File: config.mk
export PLATFORM = sky130hd
export DESIGN_NAME = dlm_top
export DESIGN_NICKNAME = d
export VERILOG_FILES = /design/src/design/dlm_pkg.sv /design/src/design/dlm_top.sv /design/src/design/dlm_load_avg.sv
export SDC_FILE = /design/constraint.sdc
export NUM_CORES = 1
export LEC_CHECK = 0
export ABC_AREA = 0
export BUFFER_PORTS_ARGS = -buffer_cell sky130_fd_sc_hd__buf_2
export CAP_MARGIN = 20
export CORE_MARGIN = 1.5
export CORE_UTILIZATION = 40
export DETAILED_ROUTE_END_ITERATION = 7
export MAX_ROUTING_LAYER = met4
export PLACE_DENSITY = 0.71
export SYNTH_ARGS = -nofsm -noshare
export SYNTH_HDL_FRONTEND = slang
export SYNTH_SLANG_ARGS = --single-unit
File: constraint.sdc
create_clock -name hclk -period 10.7 [get_ports hclk]
set_input_delay 0.535 -clock hclk [delete_from_list [all_inputs] [get_ports hclk]]
set_output_delay 0.535 -clock hclk [all_outputs]
set_load 0.03 [all_outputs]
File: src/design/dlm_pkg.sv
// package of the driver diagnostics and load monitor: register map, fields, types
// assumes a single 10 MHz clock and an AHB-Lite register bus
`default_nettype none
package dlm_pkg;

   // ==========================================
   // register byte addresses
   localparam logic [7:0] DLM_CTRL_OFS = 8'h00;
   localparam logic [7:0] DLM_STAT_OFS = 8'h04;
   localparam logic [7:0] DLM_IRQ_STAT_OFS = 8'h08;
   localparam logic [7:0] DLM_IRQ_EN_OFS = 8'h0C;
   localparam logic [7:0] DLM_IRQ_CLR_OFS = 8'h10;

   // ==========================================
   // status word field positions
   localparam int DLM_ST_PREWARN = 0;
   localparam int DLM_ST_OVERTEMP = 1;
   localparam int DLM_ST_UNDERVOLT = 2;
   localparam int DLM_ST_STALL = 3;
   localparam int DLM_ST_SCALE_LSB = 8;
   localparam int DLM_ST_LOAD_LSB = 16;

   // ==========================================
   // interrupt event bit positions
   localparam int DLM_EV_PREWARN = 0;
   localparam int DLM_EV_OVERTEMP = 1;
   localparam int DLM_EV_UNDERVOLT = 2;
   localparam int DLM_EV_STALL = 3;
   localparam int DLM_EV_MEASURE = 4;
   localparam int DLM_EV_W = 5;

   // ==========================================
   // load measurement, gate compensation and interrupt reset constants
   localparam logic [9:0] DLM_LOAD_MAX = 10'h3FF;
   localparam logic [9:0] DLM_LOAD_RST = 10'h3FF;
   localparam logic signed [12:0] DLM_THR_GAIN = 13'sh0010;
   localparam logic [1:0] DLM_AVG_COUNT = 2'h3;
   localparam logic [1:0] DLM_TC_SET_A = 2'h1;
   localparam logic [1:0] DLM_TC_SET_B = 2'h2;
   localparam logic [DLM_EV_W-1:0] DLM_IRQ_RST = 5'h00;

   // ==========================================
   // control register layout, listed from the top bit down, last field at bit 0
   typedef struct packed {
      logic [6:0] load_threshold_offset;
      logic [4:0] current_scale;
      logic [1:0] gate_setting;
      logic low_speed_filter_select;
      logic load_filter_enable;
      logic driver_enable;
   } dlm_ctrl_t;

   localparam dlm_ctrl_t DLM_CTRL_RST = '0;

   // ==========================================
   // captured diagnostics
   typedef struct packed {
      logic [9:0] load_measurement_value;
      logic stall;
      logic undervolt;
      logic overtemp_shutdown_flag;
      logic temp_prewarn_flag;
   } dlm_diag_t;

   localparam dlm_diag_t DLM_DIAG_RST = '{DLM_LOAD_RST, 1'b0, 1'b0, 1'b0, 1'b0};

endpackage
`default_nettype wire

File: src/design/dlm_top.sv
// diagnostics and sensorless load monitor with an AHB-Lite register slave
// assumes synchronous detector and supply-monitor inputs and a fullstep pulse
//
// The AHB-Lite slave port and the register offsets were left to the implementer.
`default_nettype none

module dlm_top
   import dlm_pkg::*;
(
   // clock and reset
   input wire logic hclk,
   input wire logic hresetn,
   // ahb-lite slave
   input wire logic hsel,
   input wire logic [31:0] haddr,
   input wire logic [1:0] htrans,
   input wire logic hwrite,
   input wire logic [2:0] hsize,
   input wire logic [31:0] hwdata,
   input wire logic hready,
   output logic hreadyout,
   output logic hresp,
   output logic [31:0] hrdata,
   // temperature and supply monitors
   input wire logic temp_prewarn_det,
   input wire logic temp_shutdown_det,
   input wire logic uv_logic_supply,
   input wire logic uv_driver_supply,
   // motor measurement front end
   input wire logic fullstep_pulse,
   input wire logic [9:0] raw_load_sample,
   // driver controls and pins
   output logic driver_enable,
   output logic [1:0] hs_gate_current,
   output logic [4:0] actual_current_scale,
   output logic stall_output_pin,
   output logic irq
);

   // ==========================================
   // declarations
   dlm_ctrl_t ctrl_q, ctrl_d;
   dlm_diag_t diag_q, diag_d;
   logic [DLM_EV_W-1:0] irq_stat_q, irq_stat_d, irq_en_q, irq_en_d;
   logic wr_pend_q, wr_pend_d;
   logic [7:0] wr_addr_q, wr_addr_d;
   logic [31:0] rdata_q, rdata_d;
   logic drv_en_q, drv_en_d;
   logic [1:0] gate_q, gate_d;
   logic step_odd_q, step_odd_d;
   logic [9:0] prev_raw_q, prev_raw_d;
   logic uv, addr_valid, sample_take;
   logic [9:0] sample_val, avg_val;
   logic avg_valid;
   logic [DLM_EV_W-1:0] events, clr_mask;
   logic [31:0] stat_word, read_mux;

   // ==========================================
   // helpers

   // threshold offset shifts the curve; result clamped to the unsigned span
   function automatic logic [9:0] dlm_scale_load(input logic [9:0] raw, input logic [6:0] thr);
      logic signed [12:0] v;
      v = $signed({3'h0, raw}) + ($signed({{6{thr[6]}}, thr}) * DLM_THR_GAIN);
      if (v < 13'sh0000)
         return 10'h000;
      else if (v > $signed({3'h0, DLM_LOAD_MAX}))
         return DLM_LOAD_MAX;
      else
         return v[9:0];
   endfunction

   function automatic logic dlm_is_tc(input logic [1:0] setting);
      return (setting == DLM_TC_SET_A) || (setting == DLM_TC_SET_B);
   endfunction

   // ==========================================
   // bus decode
   assign uv = uv_logic_supply | uv_driver_supply;
   assign addr_valid = hsel & htrans[1] & hready;
   assign hreadyout = 1'b1;
   assign hresp = 1'b0;
   assign hrdata = rdata_q;

   always_comb begin
      stat_word = 32'h0000_0000;
      stat_word[DLM_ST_PREWARN] = diag_q.temp_prewarn_flag;
      stat_word[DLM_ST_OVERTEMP] = diag_q.overtemp_shutdown_flag;
      stat_word[DLM_ST_UNDERVOLT] = diag_q.undervolt;
      stat_word[DLM_ST_STALL] = diag_q.stall;
      stat_word[DLM_ST_SCALE_LSB +: 5] = ctrl_q.current_scale;
      stat_word[DLM_ST_LOAD_LSB +: 10] = diag_q.load_measurement_value;
      case (haddr[7:0])
         DLM_CTRL_OFS: read_mux = {15'h0000, ctrl_q};
         DLM_STAT_OFS: read_mux = stat_word;
         DLM_IRQ_STAT_OFS: read_mux = {27'h0000000, irq_stat_q};
         DLM_IRQ_EN_OFS: read_mux = {27'h0000000, irq_en_q};
         default: read_mux = 32'h0000_0000;
      endcase
   end

   // ==========================================
   // bus pipeline and control register
   always_comb begin
      wr_pend_d = addr_valid & hwrite;
      wr_addr_d = haddr[7:0];
      rdata_d = rdata_q;
      if (addr_valid && !hwrite)
         rdata_d = uv ? 32'h0000_0000 : read_mux;
      ctrl_d = ctrl_q;
      irq_en_d = irq_en_q;
      clr_mask = '0;
      if (wr_pend_q && !uv) begin
         case (wr_addr_q)
            DLM_CTRL_OFS: ctrl_d = hwdata[$bits(dlm_ctrl_t)-1:0];
            DLM_IRQ_EN_OFS: irq_en_d = hwdata[DLM_EV_W-1:0];
            DLM_IRQ_CLR_OFS: clr_mask = hwdata[DLM_EV_W-1:0];
            default: ctrl_d = ctrl_q;
         endcase
      end
      // undervoltage resets the control logic and zeroes the scale
      if (uv)
         ctrl_d = DLM_CTRL_RST;
   end

   always_ff @(posedge hclk or negedge hresetn) begin
      if (!hresetn) begin
         wr_pend_q <= 1'b0;
         wr_addr_q <= 8'h00;
         rdata_q <= 32'h0000_0000;
         ctrl_q <= DLM_CTRL_RST;
         irq_en_q <= DLM_IRQ_RST;
      end else begin
         wr_pend_q <= wr_pend_d;
         wr_addr_q <= wr_addr_d;
         rdata_q <= rdata_d;
         ctrl_q <= ctrl_d;
         irq_en_q <= irq_en_d;
      end
   end

   // ==========================================
   // temperature, supply and driver stage
   always_comb begin
      diag_d = diag_q;
      diag_d.temp_prewarn_flag = temp_prewarn_det;
      diag_d.undervolt = uv;
      // latched until cool and the enable has been dropped
      if (temp_shutdown_det)
         diag_d.overtemp_shutdown_flag = 1'b1;
      else if (!ctrl_q.driver_enable)
         diag_d.overtemp_shutdown_flag = 1'b0;
      if (avg_valid) begin
         diag_d.load_measurement_value = avg_val;
         diag_d.stall = (avg_val == 10'h000);
      end
      drv_en_d = ctrl_q.driver_enable & ~diag_d.overtemp_shutdown_flag & ~uv;
      gate_d = ctrl_q.gate_setting;
      // p-channel drive weakens when hot; only the two marked codes, which never wrap
      if (diag_q.temp_prewarn_flag && dlm_is_tc(ctrl_q.gate_setting))
         gate_d = ctrl_q.gate_setting + 2'h1;
   end

   always_ff @(posedge hclk or negedge hresetn) begin
      if (!hresetn) begin
         diag_q <= DLM_DIAG_RST;
         drv_en_q <= 1'b0;
         gate_q <= 2'h0;
      end else begin
         diag_q <= diag_d;
         drv_en_q <= drv_en_d;
         gate_q <= gate_d;
      end
   end

   assign driver_enable = drv_en_q;
   assign hs_gate_current = gate_q;
   assign actual_current_scale = ctrl_q.current_scale;
   assign stall_output_pin = diag_q.stall;

   // ==========================================
   // load measurement, one sample per two fullsteps
   assign sample_take = fullstep_pulse & step_odd_q;

   always_comb begin
      step_odd_d = step_odd_q;
      prev_raw_d = prev_raw_q;
      if (fullstep_pulse)
         step_odd_d = ~step_odd_q;
      if (sample_take)
         prev_raw_d = raw_load_sample;
      // low-velocity mode smooths across consecutive samples at the cost of lag
      if (ctrl_q.low_speed_filter_select)
         sample_val = dlm_scale_load(10'(({1'b0, raw_load_sample} + {1'b0, prev_raw_q}) >> 1),
                                     ctrl_q.load_threshold_offset);
      else
         sample_val = dlm_scale_load(raw_load_sample, ctrl_q.load_threshold_offset);
   end

   always_ff @(posedge hclk or negedge hresetn) begin
      if (!hresetn) begin
         step_odd_q <= 1'b0;
         prev_raw_q <= 10'h000;
      end else begin
         step_odd_q <= step_odd_d;
         prev_raw_q <= prev_raw_d;
      end
   end

   dlm_load_avg u_avg (
      .hclk(hclk),
      .hresetn(hresetn),
      .sample_valid(sample_take),
      .sample(sample_val),
      .avg_enable(ctrl_q.load_filter_enable),
      .result_valid(avg_valid),
      .result(avg_val)
   );

   // ==========================================
   // interrupts: sticky status, set wins over clear
   always_comb begin
      events = '0;
      events[DLM_EV_PREWARN] = diag_d.temp_prewarn_flag & ~diag_q.temp_prewarn_flag;
      events[DLM_EV_OVERTEMP] = diag_d.overtemp_shutdown_flag & ~diag_q.overtemp_shutdown_flag;
      events[DLM_EV_UNDERVOLT] = uv & ~diag_q.undervolt;
      events[DLM_EV_STALL] = diag_d.stall & ~diag_q.stall;
      events[DLM_EV_MEASURE] = avg_valid;
      irq_stat_d = (irq_stat_q & ~clr_mask) | events;
   end

   always_ff @(posedge hclk or negedge hresetn) begin
      if (!hresetn)
         irq_stat_q <= DLM_IRQ_RST;
      else
         irq_stat_q <= irq_stat_d;
   end

   assign irq = |(irq_stat_q & irq_en_q);
endmodule
`default_nettype wire

File: src/design/dlm_load_avg.sv
// three-sample block average of load results, or pass-through when disabled
// assumes sample_valid pulses at most once per cycle
`default_nettype none
module dlm_load_avg
   import dlm_pkg::*;
(
   // clock and reset
   input wire logic hclk,
   input wire logic hresetn,
   // samples in
   input wire logic sample_valid,
   input wire logic [9:0] sample,
   input wire logic avg_enable,
   // result out
   output logic result_valid,
   output logic [9:0] result
);

   typedef enum logic [1:0] {DLM_AVG_FIRST, DLM_AVG_SECOND, DLM_AVG_THIRD} dlm_avg_t;

   dlm_avg_t phase_q, phase_d;
   logic [11:0] acc_q, acc_d;
   logic [9:0] res_q, res_d;
   logic valid_q, valid_d;
   logic [11:0] sum;

   // ==========================================
   // next state
   always_comb begin
      phase_d = phase_q;
      acc_d = acc_q;
      res_d = res_q;
      valid_d = 1'b0;
      sum = acc_q + {2'h0, sample};
      if (sample_valid) begin
         if (!avg_enable) begin
            res_d = sample;
            valid_d = 1'b1;
            phase_d = DLM_AVG_FIRST;
            acc_d = 12'h000;
         end else begin
            case (phase_q)
               DLM_AVG_FIRST: begin
                  acc_d = {2'h0, sample};
                  phase_d = DLM_AVG_SECOND;
               end
               DLM_AVG_SECOND: begin
                  acc_d = sum;
                  phase_d = DLM_AVG_THIRD;
               end
               DLM_AVG_THIRD: begin
                  // one result per three samples, i.e. six fullsteps
                  res_d = 10'(sum / {10'h000, DLM_AVG_COUNT});
                  valid_d = 1'b1;
                  acc_d = 12'h000;
                  phase_d = DLM_AVG_FIRST;
               end
               default: phase_d = DLM_AVG_FIRST;
            endcase
         end
      end
   end

   always_ff @(posedge hclk or negedge hresetn) begin
      if (!hresetn) begin
         phase_q <= DLM_AVG_FIRST;
         acc_q <= 12'h000;
         res_q <= DLM_LOAD_RST;
         valid_q <= 1'b0;
      end else begin
         phase_q <= phase_d;
         acc_q <= acc_d;
         res_q <= res_d;
         valid_q <= valid_d;
      end
   end

   assign result_valid = valid_q;
   assign result = res_q;
endmodule
`default_nettype wire

# Yosys cells after proc, flatten, opt, wreduce, memory -nomap -nowiden
# Cells that the tools add are included.
# W data, S select, Z words.
[totals]
elab_cells = 109
input_bits = 89
ff_bits = 121
out_inout_bits = 44
[classes]
reduce_logical = 17
n_eq_ne = 11
n_div = 1
n_lt_le_gt_ge = 4
add_sub_neg = 5
muxes = 25
bitwise = 22
[op_table]
columns = ["cell", "n"]
rows = [
  ["$pmux W26 S4", 1],
  ["$mux W10", 7],
  ["$mux W17", 3],
  ["$pmux W12 S3", 1],
  ["$mux W32", 1],
  ["$add A11 B11 Y12", 2],
  ["$eq A8 B4 Y1 const B", 3],
  ["$gt A12 B11 Y1 const B", 2],
  ["$lt A12 B1 Y1 const B", 2],
  ["$logic_not A8 Y1", 2],
  ["$add A12 B10 Y12", 1],
  ["$div A12 B2 Y12 const B", 1],
  ["$mux W12", 1],
  ["$add A10 B10 Y11", 1],
  ["$and A1 B1 Y1", 10],
  ["$and A5 B5 Y5", 2],
  ["$logic_not A10 Y1", 1],
  ["$mux W5", 2],
  ["$eq A8 B3 Y1 const B", 1],
  ["$eq A8 B5 Y1 const B", 1],
  ["$reduce_and A2 Y1", 4],
  ["$not A1 Y1", 7],
  ["$mux W1", 6],
  ["$not A5 Y5", 1],
  ["other kinds (15)", 22],
]

# Longest topological paths before layout
[logic_depth]
ltp_word = 10
ltp_mapped = 39
depth_no_buf = 37

# Hierarchy
# From an unflattened synthesis, not the netlist that was laid out.
[hier_totals]
hier_cells = 772
hier_area_um2 = 7586.0
[modules_own_cells]
columns = ["module", "cells_per_inst", "n_inst", "seq_area_each_um2", "area_per_inst_um2"]
rows = [
  ["dlm_top", 402, 1, 2264.7, 4657.0],
  ["dlm_load_avg", 370, 1, 638.1, 2929.1],
]

# Worst setup path before layout
# OpenSTA, ideal clock, no wires.
[synth_path]
kind = "input to register"
startpoint = "input raw_load_sample[1]"
endpoint = "register u_avg.res_q[0] (netlist: u_avg.result[0])"
arrival_time_ns = 7.830
cell_stages = 35
required_time_ns = 10.620
n_path_buf = 0
setup_time_ns = 0.080
setup_slack_ns = 2.790
path_cell_list = "ha_1 > a31o_2 > a21oi_1 > o21ai_0 > a21oi_1 > o21ai_0 > a21oi_1 > o21bai_1 > a21oi_1 > xnor2_1 > ha_1 > nand2_1 > o21ai_0 > nand2_1 > o32ai_1 > o21ai_0 > o21ai_0 > ha_1 > inv_1 > fa_1 > nor2b_4 > o2111a_1 > o311ai_1 > and3_2 > o21ai_1 > mux2i_1 > o22a_1 > nand3_2 > a32o_1 > nor3_1 > inv_1 > ha_1 > or4b_1 > o211a_1 > a32o_1"
[synth_between]
elab_chain_cells = 10
elab_cells_between_ends = 16
cone_classes = "add/sub (4); div (1); order compare (4); mux (7)"
[synth_rtl]
columns = ["item", "line_no", "text"]
rows = [
  ["start, declared", "dlm_top.sv:31", "input wire logic [9:0] raw_load_sample,"],
  ["$add A10 B10 Y11", "dlm_top.sv:194", "sample_val = dlm_scale_load(10'(({1'b0, raw_load_sample} + {1'b0, prev_raw_q}) >> 1),"],
  ["$add A11 B11 Y12", "dlm_top.sv:64", "v = $signed({3'h0, raw}) + ($signed({{6{thr[6]}}, thr}) * DLM_THR_GAIN);"],
  ["$gt A12 B11 Y1", "dlm_top.sv:67", "else if (v > $signed({3'h0, DLM_LOAD_MAX}))"],
  ["$mux W10", "dlm_top.sv:67", ""],
  ["$mux W10", "dlm_top.sv:65", "if (v < 13'sh0000)"],
  ["$mux W10 *", "dlm_top.sv:193", "if (ctrl_q.low_speed_filter_select)"],
  ["$add A12 B10 Y12", "dlm_load_avg.sv:34", "sum = acc_q + {2'h0, sample};"],
  ["$div A12 B2 Y12", "dlm_load_avg.sv:53", "res_d = 10'(sum / {10'h000, DLM_AVG_COUNT});"],
  ["$mux W10", "dlm_load_avg.sv:42", "case (phase_q)"],
  ["$mux W10 *", "dlm_load_avg.sv:36", "if (!avg_enable) begin"],
  ["end signal, assigned", "dlm_load_avg.sv:73", "res_q <= res_d;"],
  ["end, declared", "dlm_load_avg.sv:23", "logic [9:0] res_q, res_d;"],
]
# Every way passes the cells marked *; elsewhere a longest branch is shown, timed or not. The select of a mux whose other input is x is not followed.
# A chain may end at the register's enable or synchronous reset.

# Worst setup path after layout
[layout_path]
startpoint = "register prev_raw_q[1]"
endpoint = "register u_avg.res_q[0] (netlist: u_avg.result[0])"
[layout_between]
elab_chain_cells = 10
elab_cells_between_ends = 11
cone_classes = "add/sub (3); div (1); order compare (2); mux (5)"
[layout_rtl]
columns = ["item", "line_no", "text"]
rows = [
  ["start, declared", "dlm_top.sv:51", "logic [9:0] prev_raw_q, prev_raw_d;"],
  ["start signal, assigned", "dlm_top.sv:206", "prev_raw_q <= prev_raw_d;"],
  ["$add A10 B10 Y11 *", "dlm_top.sv:194", ""],
  ["$add A11 B11 Y12 *", "dlm_top.sv:64", ""],
  ["$gt A12 B11 Y1", "dlm_top.sv:67", ""],
  ["$mux W10", "dlm_top.sv:67", ""],
  ["$mux W10 *", "dlm_top.sv:65", ""],
  ["$mux W10 *", "dlm_top.sv:193", ""],
  ["$add A12 B10 Y12", "dlm_load_avg.sv:34", ""],
  ["$div A12 B2 Y12", "dlm_load_avg.sv:53", ""],
  ["$mux W10", "dlm_load_avg.sv:42", ""],
  ["$mux W10 *", "dlm_load_avg.sv:36", ""],
]
# Marks and branches as above.

==> impl_metrics.json <==
{
  "status": "completed",
  "ir_drop_mv": 0.122,
  "holdBufCountCts": 0,
  "drive_gt1_frac": 0.228,
  "arrival_ps": 9650,
  "via_count": 6338,
  "clock_skew_ps": 12.5,
  "fin_crit_sh": 0.870,
  "synth-edff-count": 0,
  "syn-instance-count": 804,
  "finalHoldViolations": 0,
  "die_area_mm2": 0.0196,
  "p_per_area_mw_per_mm2": 173,
  "startpoint_type": "flip-flop",
  "p_leak_nw": 3.97,
  "synth-seq-area-share": 0.386,
  "grt_antenna_before_repair": 0,
  "ys_types": 90,
  "wl_per_cell_um": 16.1,
  "port_buffers": 81,
  "ctsResizeCount": 0,
  "first_pass_iters": 5,
  "n_fill_cell": 1679,
  "setup_viol": 0,
  "p_total_w": 0.00150,
  "die_w_um": 140,
  "cts.sinks": 115,
  "crit_path_top_delay_cell": "o32ai_1",
  "post_cts_buffers": 0,
  "core_mm2": 0.0182,
  "drv_cap": 0,
  "slew_headroom": 0.251,
  "path_clk_slew_ps": 60,
  "ys_ff_latch": 115,
  "overflow": 0,
  "clockBufferDepth": 2,
  "crit_required_ps": 11040,
  "hp-class": "primary input to asynchronous set/reset pin",
  "hpwl_um": 13000,
  "cts_tree": "yes",
  "synth_area_per_cell_um2": 9.34,
  "nets": 1006,
  "tns_ps": 0,
  "ys.flop_type": "dfrtp_1",
  "crit_path_max_fanout": 15,
  "grt_pass1_wl_um": 30100,
  "clk_latency_ps": 410,
  "drt_iter0_markers": 423,
  "grt_pass1_vias": 6076,
  "gp_congestion": 0.873,
  "syn_area_mm2": 0.00751,
  "yosysWarnings": 0,
  "start_util": 0.412,
  "cts_made_buffers": 17,
  "max_stage_delay_ps": 870,
  "syn_to_final_growth_pct": 15.5,
  "async_flop_share": 1.00,
  "final-seq-area_mm2": 0.00290,
  "cts_htree_levels": 4,
  "finalMaxSlewViolations": 0,
  "ant_nets": 0,
  "grt_usage": 0.194,
  "wl_um": 18000,
  "avgViaCountPerCell": 5.67,
  "diodes": 0,
  "ioPinCount": 133,
  "grt_max_degree": 71,
  "multi_input_comb_area_mm2": 0.00425,
  "num_rows": 49,
  "fin_crit_ps": 9310,
  "dieHeight_um": 140,
  "ctsRootBufferMaster": "clkbuf_16",
  "route.detailed.drc": 0,
  "crit_path_end_kind": "flip-flop",
  "crit_type": "flip-flop to flip-flop",
  "max_freq_mhz": 107,
  "worstMarginPinSlew_ps": 1110,
  "rsz0062_at_grt": "false"
}
[where the power goes]
| group | leakage [nW] | switching, W | internal (W) |
|---|---|---|---|
| Clock | 0.287 | 0.000212 | 0.000369 |
| Sequential | 1.46 | 0.0000430 | 0.000523 |
| Combinational | 2.22 | 0.000192 | 0.000162 |
[registers in the layout (all words and copies together), names as in the netlist]
signal / count
actual_current_scale: 5
ctrl_q: 12
diag_q: 13
driver_enable: 1
hrdata: 26
hs_gate_current: 2
irq_en_q: 5
irq_stat_q: 5
prev_raw_q: 10
stall_output_pin: 1
step_odd_q: 1
u_avg.acc_q: 12
u_avg.phase_q: 2
u_avg.result: 10
u_avg.result_valid: 1
wr_addr_q: 8
wr_pend_q: 1
[layout make-up]
type	count	share of cell area
sequential	115	0.335
inverter	43	0.0186
timing repair buffer	90	0.0545
multi-input combinational	609	0.489
clock inverter	14	0.0206
clock buffer	18	0.0495
tap	229	0.0330
[final timing paths]
path,from,end,slack [ps],cells past startpoint
hold reg to reg,hrdata[0],hrdata[0],470,2
setup reg to reg,prev_raw_q[1],u_avg.result[0],1390,33
hold / removal,hresetn,wr_addr_q[1],100,1
min in group hclk,haddr[1],wr_addr_q[1],240,1
max in group asynchronous,hresetn,prev_raw_q[6],9290,2
setup / recovery,prev_raw_q[1],u_avg.result[0],1390,33
[worst max-delay path: cells and delay by family (launching register included)]
kind / cells / cell delay, ps
AO/OA/AOI/OAI: 22 / 5510
flip-flops: 1 / 380
AND/OR/NAND/NOR: 4 / 1200
adder cells (fa/ha/maj): 4 / 1290
buffers and inverters: 1 / 100
XOR/XNOR: 2 / 800
[kinds of logic after synthesis]
logic type,synth area share
XOR/XNOR,0.0338
adder cells (fa/ha/maj),0.0750
other,0.00100
buffers and inverters,0.0521
flip-flops,0.386
AO/OA/AOI/OAI,0.239
AND/OR/NAND/NOR,0.144
multiplexers,0.0688
[Yosys cell counts, types with 6 or more instances]
cell,instances,area share
nand3_1,15,0.010
xnor2_1,16,0.019
a21oi_1,47,0.031
buf_2,7,0.0047
o22ai_1,10,0.0083
dfrtp_1,95,0.32
o211ai_1,9,0.0090
ha_1,37,0.062
inv_1,40,0.020
buf_4,14,0.014
o32ai_1,6,0.0070
nand2_1,94,0.047
nor2_1,49,0.024
o21ai_0,79,0.053
a22o_1,26,0.030
mux2i_1,10,0.013
dfstp_2,20,0.070
mux2_2,29,0.043
a21o_1,15,0.015
nand2b_1,8,0.0067
nor3_1,10,0.0067
clkbuf_1,19,0.0095
xor2_1,13,0.015
[per-stage QoR]
stage          std cells  utilization  hold slack (ps)  area (µm²)  setup slack, ps
2_1_floorplan        810            -              239        7530             2790
3_3_place_gp        1085        0.443              449        8060             1360
3_5_place_dp        1085        0.443              465        8060             1220
4_1_cts             1117        0.476              113        8670             1500
5_1_grt             1118        0.477              144        8680              413
6_report            1118        0.477              101        8680             1390
[layout by cell type, fill, tap and decap left out, drive strengths merged, types with 7 or more instances in the layout]
cell type / n
o22ai: 10
ha: 37
nor2: 50
dfstp: 20
nor3: 11
mux2i: 10
mux2: 29
dfrtp: 95
a21o: 15
clkbuf: 18
buf: 90
a22o: 26
xnor2: 16
nand2: 95
a211oi: 7
xor2: 13
nand2b: 8
o21ai: 85
inv: 44
a21oi: 48
nand3: 17
clkinv: 7
conb: 8
o211ai: 11
[per-layer routing]
| metal | vias to the layer above | part of all wire | routed length, µm | GRT usage |
|---|---|---|---|---|
| li1 | 3053 | - | - | - |
| met1 | 3130 | 0.48 | 8610 | 0.262 |
| met2 | 143 | 0.48 | 8620 | 0.304 |
| met3 | 12 | 0.034 | 619 | 0.0345 |
| met4 | 0 | 0.0093 | 167 | 0.0460 |
| met5 | - | 0 | 0 | - |
Power figures use the tool's default switching activity.
